==> config.mk <==
export PLATFORM = sky130hd
export DESIGN_NAME = apr_pin_port
export DESIGN_NICKNAME = d
export VERILOG_FILES = /design/src/hdl/apr_pkg.sv /design/src/hdl/apr_pin_port.sv
export SDC_FILE = /design/constraint.sdc
export NUM_CORES = 1
export LEC_CHECK = 0
export CAP_MARGIN = 10
export CORE_UTILIZATION = 42
export DETAILED_ROUTE_END_ITERATION = 10
export DONT_BUFFER_PORTS = 1
export MAX_ROUTING_LAYER = met4
export SLEW_MARGIN = 40
export SYNTH_ARGS = -nofsm -noshare
export SYNTH_HDL_FRONTEND = slang
export SYNTH_SLANG_ARGS = --single-unit
==> constraint.sdc <==
create_clock -name REF_CLK -period 3.7 [get_ports REF_CLK]
set_input_delay 0.74 -clock REF_CLK [delete_from_list [all_inputs] [get_ports REF_CLK]]
set_output_delay 0.74 -clock REF_CLK [all_outputs]
set_load 0.005 [all_outputs]
==> src/hdl/apr_pkg.sv <==
// Package for the auxiliary pin port: register addresses, widths, reset values and carriers.
// Assumes one register clock and a byte-wide register access port from the serial controller.
package apr_pkg;
  localparam int PIN_COUNT = 3;
  localparam int REG_WIDTH = 8;
  localparam int ADDR_WIDTH = 8;

  localparam logic [7:0] ADDR_DIR_SET = 8'h14;
  localparam logic [7:0] ADDR_DIR_CLEAR = 8'h15;
  localparam logic [7:0] ADDR_OUT_SET = 8'h16;
  localparam logic [7:0] ADDR_OUT_CLEAR = 8'h17;
  localparam logic [7:0] ADDR_IN = 8'h18;
  localparam logic [7:0] ADDR_LATCH_SET = 8'h1a;
  localparam logic [7:0] ADDR_LATCH_CLEAR = 8'h1b;
  localparam logic [7:0] ADDR_FALL_SET = 8'h1c;
  localparam logic [7:0] ADDR_FALL_CLEAR = 8'h1d;
  localparam logic [7:0] ADDR_RISE_SET = 8'h1e;
  localparam logic [7:0] ADDR_RISE_CLEAR = 8'h1f;

  localparam logic [7:0] RESET_REG = 8'h00;
  localparam logic [2:0] RESET_PINS = 3'h0;

  typedef struct packed {
    logic [7:0] dir;
    logic [7:0] level;
    logic [7:0] latch;
    logic [7:0] fall;
    logic [7:0] rise;
  } apr_regs_t;

  typedef struct packed {
    logic wr;
    logic rd;
    logic [7:0] addr;
    logic [7:0] wdata;
  } apr_req_t;
endpackage

==> src/hdl/apr_pin_port.sv <==
// Three general-purpose pins with set/clear register pairs and edge event latch.
// Assumes the serial controller presents one-cycle write and read strobes on REF_CLK.
`timescale 1ns/10ps
module apr_pin_port #(
  parameter int PINS = apr_pkg::PIN_COUNT
) (
  input wire logic REF_CLK,
  input wire logic RSTN,
  input wire logic REG_WR,
  input wire logic REG_RD,
  input wire logic [7:0] REG_ADDR,
  input wire logic [7:0] REG_WDATA,
  output logic [7:0] REG_RDATA,
  output logic REG_HIT,
  input wire logic [PINS-1:0] PIN_IN,
  output logic [PINS-1:0] PIN_OUT,
  output logic [PINS-1:0] PIN_OE,
  output logic [PINS-1:0] PIN_EVENT
);
  apr_pkg::apr_req_t req;
  apr_pkg::apr_regs_t regs;
  apr_pkg::apr_regs_t next_regs;

  logic [PINS-1:0] sync_a;
  logic [PINS-1:0] sync_b;
  logic [PINS-1:0] prev_in;
  logic armed;
  logic [PINS-1:0] rise_seen;
  logic [PINS-1:0] fall_seen;
  logic [PINS-1:0] rise_hit;
  logic [PINS-1:0] fall_hit;
  logic [PINS-1:0] edge_hit;
  logic [7:0] event_set;
  logic [7:0] in_view;

  logic wr_dir_set;
  logic wr_dir_clear;
  logic wr_out_set;
  logic wr_out_clear;
  logic wr_latch_set;
  logic wr_latch_clear;
  logic wr_fall_set;
  logic wr_fall_clear;
  logic wr_rise_set;
  logic wr_rise_clear;

  logic sel_dir;
  logic sel_out;
  logic sel_in;
  logic sel_latch;
  logic sel_fall;
  logic sel_rise;
  logic known;

  logic [7:0] view_dir;
  logic [7:0] view_out;
  logic [7:0] view_in;
  logic [7:0] view_latch;
  logic [7:0] view_fall;
  logic [7:0] view_rise;
  logic [7:0] rdata_mux;

  logic [7:0] next_dir;
  logic [7:0] next_level;
  logic [7:0] next_latch;
  logic [7:0] next_fall;
  logic [7:0] next_rise;
  logic next_hit;
  logic [7:0] next_rdata;

  assign req = '{wr: REG_WR, rd: REG_RD, addr: REG_ADDR, wdata: REG_WDATA};

  // Write decode gives one strobe per address, so a set and a clear never meet.
  // Writes to the input address or to unmapped addresses decode to nothing and are dropped.
  assign wr_dir_set = req.wr && (req.addr == apr_pkg::ADDR_DIR_SET);
  assign wr_dir_clear = req.wr && (req.addr == apr_pkg::ADDR_DIR_CLEAR);
  assign wr_out_set = req.wr && (req.addr == apr_pkg::ADDR_OUT_SET);
  assign wr_out_clear = req.wr && (req.addr == apr_pkg::ADDR_OUT_CLEAR);
  assign wr_latch_set = req.wr && (req.addr == apr_pkg::ADDR_LATCH_SET);
  assign wr_latch_clear = req.wr && (req.addr == apr_pkg::ADDR_LATCH_CLEAR);
  assign wr_fall_set = req.wr && (req.addr == apr_pkg::ADDR_FALL_SET);
  assign wr_fall_clear = req.wr && (req.addr == apr_pkg::ADDR_FALL_CLEAR);
  assign wr_rise_set = req.wr && (req.addr == apr_pkg::ADDR_RISE_SET);
  assign wr_rise_clear = req.wr && (req.addr == apr_pkg::ADDR_RISE_CLEAR);

  // Read decode lets each pair answer on both of its addresses.
  assign sel_dir = (req.addr == apr_pkg::ADDR_DIR_SET)
                || (req.addr == apr_pkg::ADDR_DIR_CLEAR);
  assign sel_out = (req.addr == apr_pkg::ADDR_OUT_SET)
                || (req.addr == apr_pkg::ADDR_OUT_CLEAR);
  assign sel_in = (req.addr == apr_pkg::ADDR_IN);
  assign sel_latch = (req.addr == apr_pkg::ADDR_LATCH_SET)
                  || (req.addr == apr_pkg::ADDR_LATCH_CLEAR);
  assign sel_fall = (req.addr == apr_pkg::ADDR_FALL_SET)
                 || (req.addr == apr_pkg::ADDR_FALL_CLEAR);
  assign sel_rise = (req.addr == apr_pkg::ADDR_RISE_SET)
                 || (req.addr == apr_pkg::ADDR_RISE_CLEAR);
  assign known = sel_dir || sel_out || sel_in || sel_latch || sel_fall || sel_rise;

  // Pad the sampled levels to a byte; unused bits read as zero.
  assign in_view = {{(8-PINS){1'b0}}, sync_b};

  // The selects are exclusive, so an OR of gated views acts as the read mux.
  assign view_dir = sel_dir ? regs.dir : 8'h00;
  assign view_out = sel_out ? regs.level : 8'h00;
  assign view_in = sel_in ? in_view : 8'h00;
  assign view_latch = sel_latch ? regs.latch : 8'h00;
  assign view_fall = sel_fall ? regs.fall : 8'h00;
  assign view_rise = sel_rise ? regs.rise : 8'h00;
  assign rdata_mux = view_dir | view_out | view_in | view_latch | view_fall | view_rise;

  // Edges are trusted from one cycle after reset, while the history register still holds its reset zero.
  // Edges are seen whatever the direction, so a driven pin reports its own changes.
  for (genvar p = 0; p < PINS; p++) begin : g_edge
    assign rise_seen[p] = sync_b[p] & ~prev_in[p];
    assign fall_seen[p] = ~sync_b[p] & prev_in[p];
    assign rise_hit[p] = rise_seen[p] & regs.rise[p];
    assign fall_hit[p] = fall_seen[p] & regs.fall[p];
    assign edge_hit[p] = armed & (rise_hit[p] | fall_hit[p]);
  end

  // Spare bits never see an event.
  assign event_set = {{(8-PINS){1'b0}}, edge_hit};

  // Each pair shares one stored value; its two strobes pick set or clear.
  function automatic logic [7:0] set_clear(input logic [7:0] cur, input logic [7:0] data,
                                           input logic do_set, input logic do_clr);
    logic [7:0] r;
    r = cur;
    if (do_set) begin
      r = cur | data;
    end else if (do_clr) begin
      r = cur & ~data;
    end
    return r;
  endfunction

  assign next_dir = set_clear(regs.dir, req.wdata, wr_dir_set, wr_dir_clear);
  assign next_level = set_clear(regs.level, req.wdata, wr_out_set, wr_out_clear);
  assign next_fall = set_clear(regs.fall, req.wdata, wr_fall_set, wr_fall_clear);
  assign next_rise = set_clear(regs.rise, req.wdata, wr_rise_set, wr_rise_clear);
  // A new event wins over a host clear in the same cycle so no edge is lost.
  assign next_latch = set_clear(regs.latch, req.wdata, wr_latch_set, wr_latch_clear)
                    | event_set;
  assign next_regs = '{dir: next_dir, level: next_level, latch: next_latch,
                       fall: next_fall, rise: next_rise};

  // Read data holds between reads so a slow host can still pick it up.
  assign next_rdata = req.rd ? rdata_mux : REG_RDATA;
  assign next_hit = (req.rd || req.wr) && known;

  // Only the second flop of the synchroniser feeds any logic.
  always_ff @(posedge REF_CLK or negedge RSTN) begin
    if (!RSTN) begin
      sync_a <= '0;
      sync_b <= '0;
    end else begin
      sync_a <= PIN_IN;
      sync_b <= sync_a;
    end
  end

  always_ff @(posedge REF_CLK or negedge RSTN) begin
    if (!RSTN) begin
      prev_in <= '0;
    end else begin
      prev_in <= sync_b;
    end
  end

  // The first sample after reset has no real predecessor, so edges wait one cycle.
  always_ff @(posedge REF_CLK or negedge RSTN) begin
    if (!RSTN) begin
      armed <= 1'b0;
    end else begin
      armed <= 1'b1;
    end
  end

  // All register bits, the five spare ones of each register included, live here.
  always_ff @(posedge REF_CLK or negedge RSTN) begin
    if (!RSTN) begin
      regs <= '{default: apr_pkg::RESET_REG};
    end else begin
      regs <= next_regs;
    end
  end

  always_ff @(posedge REF_CLK or negedge RSTN) begin
    if (!RSTN) begin
      REG_RDATA <= apr_pkg::RESET_REG;
    end else begin
      REG_RDATA <= next_rdata;
    end
  end

  // Only mapped addresses answer, so a host can probe for the port.
  always_ff @(posedge REF_CLK or negedge RSTN) begin
    if (!RSTN) begin
      REG_HIT <= 1'b0;
    end else begin
      REG_HIT <= next_hit;
    end
  end

  assign PIN_OUT = regs.level[PINS-1:0];
  assign PIN_OE = regs.dir[PINS-1:0];
  assign PIN_EVENT = regs.latch[PINS-1:0];
endmodule

==> metrics.md, run 1 <==
| Metric | Value |
|---|---|
| Setup violations, final | `0` |
| Static Leak | `1.366 nW` |
| CTS Buf Count | `9` |
| # port buffers | `0` |
| F_max | `0.4064 GHz` |
| Initial antenna violation count | `0` |
| Cell area after synthesis | `2830 um^2` |
| Core Rows | `29` |
| Width of the die | `84.09 um` |
| Layout fillers | `596` |
| Slew @ Worst Pin | `700.9 ps` |
| Asr flop ratio synth | `100.0%` |
| # resized after CTS | `0` |
| First-pass GRT wire length | `10080 um` |
| PwrDens | `470.3 nW/um^2` |
| Crit-path max cell delay | `860 ps` |
| DP HPWL | `3918 um` |
| Routed wire length | `6106 um` |
| CP Launch Type | `input port` |
| Setup Fix Bufs, Post-CTS | `0` |
| Synth Flop Type | `dfrtp_1` |
| Drt wl/cell | `18.96 um` |
| Failing checks | `design-rule violations` |
| Max-slew violation count | `0` |
| Max transition margin | `53.27%` |
| Clock root cell | `clkbuf_8` |
| Chip height | `84.09 um` |
| WP data required | `3920 ps` |
| Clock Path Buffers | `2` |
| Slowest-stage cell, CP | `or4b_1` |
| Critical path class | `in2reg` |
| Fin nets | `263` |
| DR iter-0 viols | `114` |
| Worst vdd ir | `214.9 uV` |
| Hold Fails Final Rpt | `0` |
| Post-route ant nets | `0` |
| Largest net degree at the start of global routing | `60` |
| Synth Area per Inst | `11.41 um^2` |
| Yosys cell types | `35` |
| Num Clock Sinks | `59` |
| CTS tree | `built` |
| Critical Path, Cell by Cell | `or4b_1 -> nor4_4 -> nand2_1 -> mux2_2` |
| Synth-to-layout area growth | `6.941%` |
| Clk_lat worst skew | `340 ps` |
| Gr usage total | `19.89%` |
| Vias/cell | `5.683` |
| Final Critical Period | `2461 ps` |
| # DRC | `11` |
| Fin Clk Skew | `7.907 ps` |
| Inserted Diodes | `0` |
| Max-Cap Viols | `0` |
| Register area share after synthesis | `52.17%` |
| Setup TNS | `0 ps` |
| Hold_buf cts | `0` |
| Utilization after layout | `47.13%` |
| Routability cong. | `0.7440` |
| Core Footprint | `6422 um^2` |
| Die footprint | `7071 um^2` |
| Syn nets | `271` |
| Hold Path Class | `in2async` |
| Starting Density | `44.07%` |
| Congestion Overflow GR | `0` |
| H-tree Lvls | `3` |
| DRT Pass-1 Iters | `7` |
| Ratio of cells with drive above 1 in the final layout | `22.86%` |
| Mapped Cells | `248` |
| Final Cycle Share | `66.50%` |
| Status | `complete, but fails checks` |
| RSZ-0062 raised after global routing | `no` |
| Buffers and inverters on the worst path | `0` |
| Number of synthesized flops with an enable pin | `0` |
| Synthesized flop and latch total | `59` |
| Worst setup EP type | `flop` |
| Via count | `1830` |
| Number of global-route vias before repair | `1830` |
| CTS clk-pin slew, worst paths | `70 ps` |
| I/O pins | `41` |
| YS warnings | `0` |
| Arrival @ worst endpoint | `2680 ps` |
| Critical path's top delay family | `simple AND/OR/NAND/NOR gates` |
| CP Max Fanout | `14` |
synth_stat cells, types with 2 or more instances:
master,count,area share [%]
dfrtp_1,59,52
nand2_1,51,6.8
mux2_2,30,12
buf_4,11,2.9
nor2_1,9,1.2
mux2i_1,8,2.8
a21oi_1,7,1.2
a221oi_1,7,2.2
clkbuf_1,7,0.93
mux2_1,7,2.8
o21ai_0,6,1.1
inv_1,5,0.66
nor3_1,4,0.71
a41oi_1,3,0.93
mux4_2,3,2.4
nand3b_1,3,0.80
nor3_4,3,1.7
o22ai_1,3,0.66
a22oi_1,2,0.53
a31oi_1,2,0.44
buf_1,2,0.27
nand2b_1,2,0.44
nor2b_1,2,0.44
cell type report:
cell class                      instances  area [um^2]  area share, %
Clock buffer                           12        165.2          5.457
Clock inverter                          4        47.55          1.571
Inverter                                5        18.77         0.6201
Multi-Input combinational cell        163         1207          39.89
Sequential cell                        59         1476          48.78
Tap cell                               77        96.34          3.183
Timing Repair Buffer                    2        15.01         0.4961
logic make-up after synthesis:
| kind of cell | after synthesis | share of synthesized area, % |
|---|---|---|
| compound gates | 36 | 8.798 |
| buf+inv | 26 | 5.173 |
| flops | 59 | 52.17 |
| mux | 48 | 19.94 |
| other cells | 1 | 0.1325 |
| simple gates | 78 | 13.79 |
metal layers:
| metal | GRT usage (%) | share of wire, % | vias up |
|---|---|---|---|
| li1 | - | - | 857 |
| met4 | 8.621 | 2.3 | 0 |
| met5 | - | 0 | - |
| met1 | 26.19 | 46 | 907 |
| met2 | 27.42 | 44 | 54 |
| met3 | 7.319 | 6.8 | 12 |
path summary, 6_finish.rpt:
path | end | from | slack [ps] | depth (start not counted)
setup / recovery | flop | REG_ADDR[7] | 1240 | 4
hold / removal | PIN_EVENT[2] | RSTN | 90 | 0
setup reg to reg | REG_RDATA[3] | flop | 2260 | 3
hold reg to reg | sync_b[0] | sync_a[0] | 350 | 0
max in group asynchronous | async pin | RSTN | 3500 | 0
min in group REF_CLK | sync_b[0] | sync_a[0] | 350 | 0
power breakdown:
group	switching (W)	leakage, nW	internal [W]
Combinational	0.0000372	0.480	0.0000445
Sequential	0.0000336	0.777	0.000686
Clock	0.000259	0.108	0.000364
cells in the final DEF, fill, tap and decap left out, drive strengths merged:
cell	instances
a22oi	2
a2111oi	1
o31ai	1
a31oi	2
nand3b	3
a41oi	3
nand3	1
nor2b	2
clkinvlp	1
nor2	9
mux2	37
inv	5
a21o	1
bufinv	1
a32oi	1
dfrtp	59
nand2b	2
clkbuf	12
clkinv	2
conb	1
mux2i	8
o21ai	6
a22o	1
nand2	51
o22ai	3
a21oi	7
or4b	1
a221oi	7
o2bb2ai	1
buf	2
mux4	3
nor4	2
nor3	7
metrics by stage:
stage	total power [W]	hold slack (ps)	cells	setup slack, ps	cell area (um^2)
after floorplan	0.0008171	331.2	248	1329	2830
after global placement	0.0008091	333.5	306	871.1	2814
after detailed placement	0.0008127	337.2	306	872.1	2814
after CTS	0.001435	74.91	322	1223	3027
after global routing	0.001483	68.83	322	1173	3027
final	0.001423	85.88	322	1239	3027
Power figures use the tool's default switching activity.
==> inputs of run 2 (changes only) <==
==> constraint.sdc (replaced) <==
create_clock -name REF_CLK -period 2 [get_ports REF_CLK]
set_input_delay 0.4 -clock REF_CLK [delete_from_list [all_inputs] [get_ports REF_CLK]]
set_output_delay 0.4 -clock REF_CLK [all_outputs]
set_load 0.005 [all_outputs]
==> metrics.md, run 2 (synthesized netlist as in run 1, its figures left out) <==
| Metric | Value |
|---|---|
| Fin Clk Skew | `6.059 ps (was 7.907 ps)` |
| Worst setup EP type | `flop (unchanged)` |
| DR iter-0 viols | `115 (was 114)` |
| Status | `complete, but fails checks (unchanged)` |
| Final Cycle Share | `85.08%` |
| Num Clock Sinks | `59 (unchanged)` |
| CTS Buf Count | `9 (unchanged)` |
| Multi-input logic area | `1207 um^2 (unchanged)` |
| Number of global-route vias before repair | `1798 (was 1830)` |
| Total power | `0.002421 W (was 0.001423 W)` |
| I/O pins | `41 (unchanged)` |
| Ratio of cells with drive above 1 in the final layout | `23.81% (was 22.86%)` |
| Die footprint | `7071 um^2 (unchanged)` |
| Post-route ant nets | `0 (unchanged)` |
| Static Leak | `1.398 nW (was 1.366 nW)` |
| Inserted Diodes | `0 (unchanged)` |
| H-tree Lvls | `3 (unchanged)` |
| Starting Density | `44.07% (unchanged)` |
| Max-slew violation count | `0 (unchanged)` |
| Layout fillers | `576 (was 596)` |
| Via count | `1826 (was 1830)` |
| CP Launch Type | `input port (unchanged)` |
| Slew @ Worst Pin | `497.7 ps (was 700.9 ps)` |
| F_max | `0.5877 GHz` |
| Routability cong. | `0.7421 (was 0.7440)` |
| Largest net degree at the start of global routing | `60 (unchanged)` |
| Arrival @ worst endpoint | `1910 ps (was 2680 ps)` |
| Initial antenna violation count | `0 (unchanged)` |
| DP HPWL | `3800 um (was 3918 um)` |
| RSZ-0062 raised after global routing | `no (unchanged)` |
| CTS tree | `built (unchanged)` |
| Synth-to-layout area growth | `9.328% (was 6.941%)` |
| Setup violations, final | `0 (unchanged)` |
| Failing checks | `design-rule violations (unchanged)` |
| # DRC | `10 (was 11)` |
| Most frequent cells in the layout | `59 x dfrtp_1, 51 x nand2_1, 30 x mux2_2, 10 x clkbuf_8, 9 x nor2_1 (was 59 x dfrtp_1, 51 x nand2_1, 30 x mux2_2, 12 x clkbuf_8, 9 x nor2_1)` |
| # port buffers | `0 (unchanged)` |
| PwrDens | `782.5 nW/um^2 (was 470.3 nW/um^2)` |
| First-pass GRT wire length | `9611 um (was 10080 um)` |
| Max-Cap Viols | `0 (unchanged)` |
| Most common library cell in the layout ignoring fill and taps | `dfrtp_1 (unchanged)` |
| Fin nets | `271 (was 263)` |
| Vias/cell | `5.550 (was 5.683)` |
| Width of the die | `84.09 um (unchanged)` |
| Drt wl/cell | `17.74 um (was 18.96 um)` |
| CP Max Fanout | `11 (was 14)` |
| Setup TNS | `0 ps (unchanged)` |
| Core Footprint | `6422 um^2 (unchanged)` |
| Clock root cell | `clkbuf_8 (unchanged)` |
| WP data required | `2210 ps (was 3920 ps)` |
| Critical path class | `in2reg (unchanged)` |
| Worst vdd ir | `341.5 uV (was 214.9 uV)` |
| Congestion Overflow GR | `0 (unchanged)` |
| Routed wire length | `5835 um (was 6106 um)` |
| Max transition margin | `65.96% (was 53.27%)` |
| Hold Path Class | `in2reg (was in2async)` |
| Setup Fix Bufs, Post-CTS | `0 (unchanged)` |
| FF+latch area | `1476 um^2 (unchanged)` |
| Final Critical Period | `1702 ps` |
| Gr usage total | `18.85% (was 19.89%)` |
| Chip height | `84.09 um (unchanged)` |
| R2r setup slk | `610 ps (was 2260 ps)` |
| Hold Fails Final Rpt | `0 (unchanged)` |
| Clk_lat worst skew | `330 ps (was 340 ps)` |
| DRT Pass-1 Iters | `8 (was 7)` |
| Clock Path Buffers | `2 (unchanged)` |
| CTS clk-pin slew, worst paths | `70 ps (about the same)` |
| Core Rows | `29 (unchanged)` |
==> run 2: cell types whose count changed in the layout (fill, tap and decap cells not counted), sizes merged <==
cell | previous run | this run
clkinv | 2 | 3
buf | 2 | 9
dlygate4sd3 | 0 | 1
bufinv | 1 | 0
clkinvlp | 1 | 0
==> run 2: final cells by class <==
| class | instances | share of cell area (%) |
|---|---|---|
| sequential | 59 | 47.72 |
| clock buffer | 12 | 4.691 |
| tap | 77 | 3.114 |
| multi-input combinational | 163 | 39.02 |
| clock inverter | 3 | 0.4852 |
| timing repair buffer | 10 | 4.367 |
| inverter | 5 | 0.6066 |
==> run 2: final timing paths <==
kind	start	endpoint	cells after the start
max	REG_ADDR[7]	regs[19]	6
min	PIN_IN[2]	sync_a[2]	0
max reg2reg	flop	REG_RDATA[3]	3
min reg2reg	sync_a[1]	sync_b[1]	0
max in group asynchronous	RSTN	async pin	2
min in group asynchronous	RSTN	sync_a[0]	2
==> run 2: metal layers <==
layer,up-vias,track usage [%],wire length (um)
li1,869,-,-
met1,907,24.94,2785
met2,44,26.38,2621
met3,6,7.517,368
met4,0,6.113,59
met5,-,-,0
==> run 2: timing repair <==
action                    in CTS  in global routing
resized for setup              0                  0
hold endpoints to repair      59                  0
hold buffers                   2                  0
==> run 2: report_power, final <==
part / internal, W / total (W) / switching (W)
clock network: 0.000470 / 0.000910 / 0.000440
registers: 0.00127 / 0.00133 / 0.0000597
logic: 0.0000912 / 0.000182 / 0.0000909
total: 0.00183 / 0.00242 / 0.000590
==> run 2: stage by stage <==
stage               worst slack, ps  cells  instance area, um^2  util (%)  hold WS [ps]
floorplan                     32.32    248                 2830         -         104.4
global placement             0.7578    312                 2897     45.10         105.6
detailed placement           -19.45    312                 2897     45.10         105.7
CTS                           313.4    329                 3094     48.18         76.38
global route                  256.0    329                 3094     48.18         62.25
finish                        298.4    329                 3094     48.18         92.16
==> run 2: worst max-delay path: stages <==
cell and delay (ps):
or4b_1 510, buf_4 210, nor4_2 210, buf_4 230
nand2_1 90, mux2_2 270
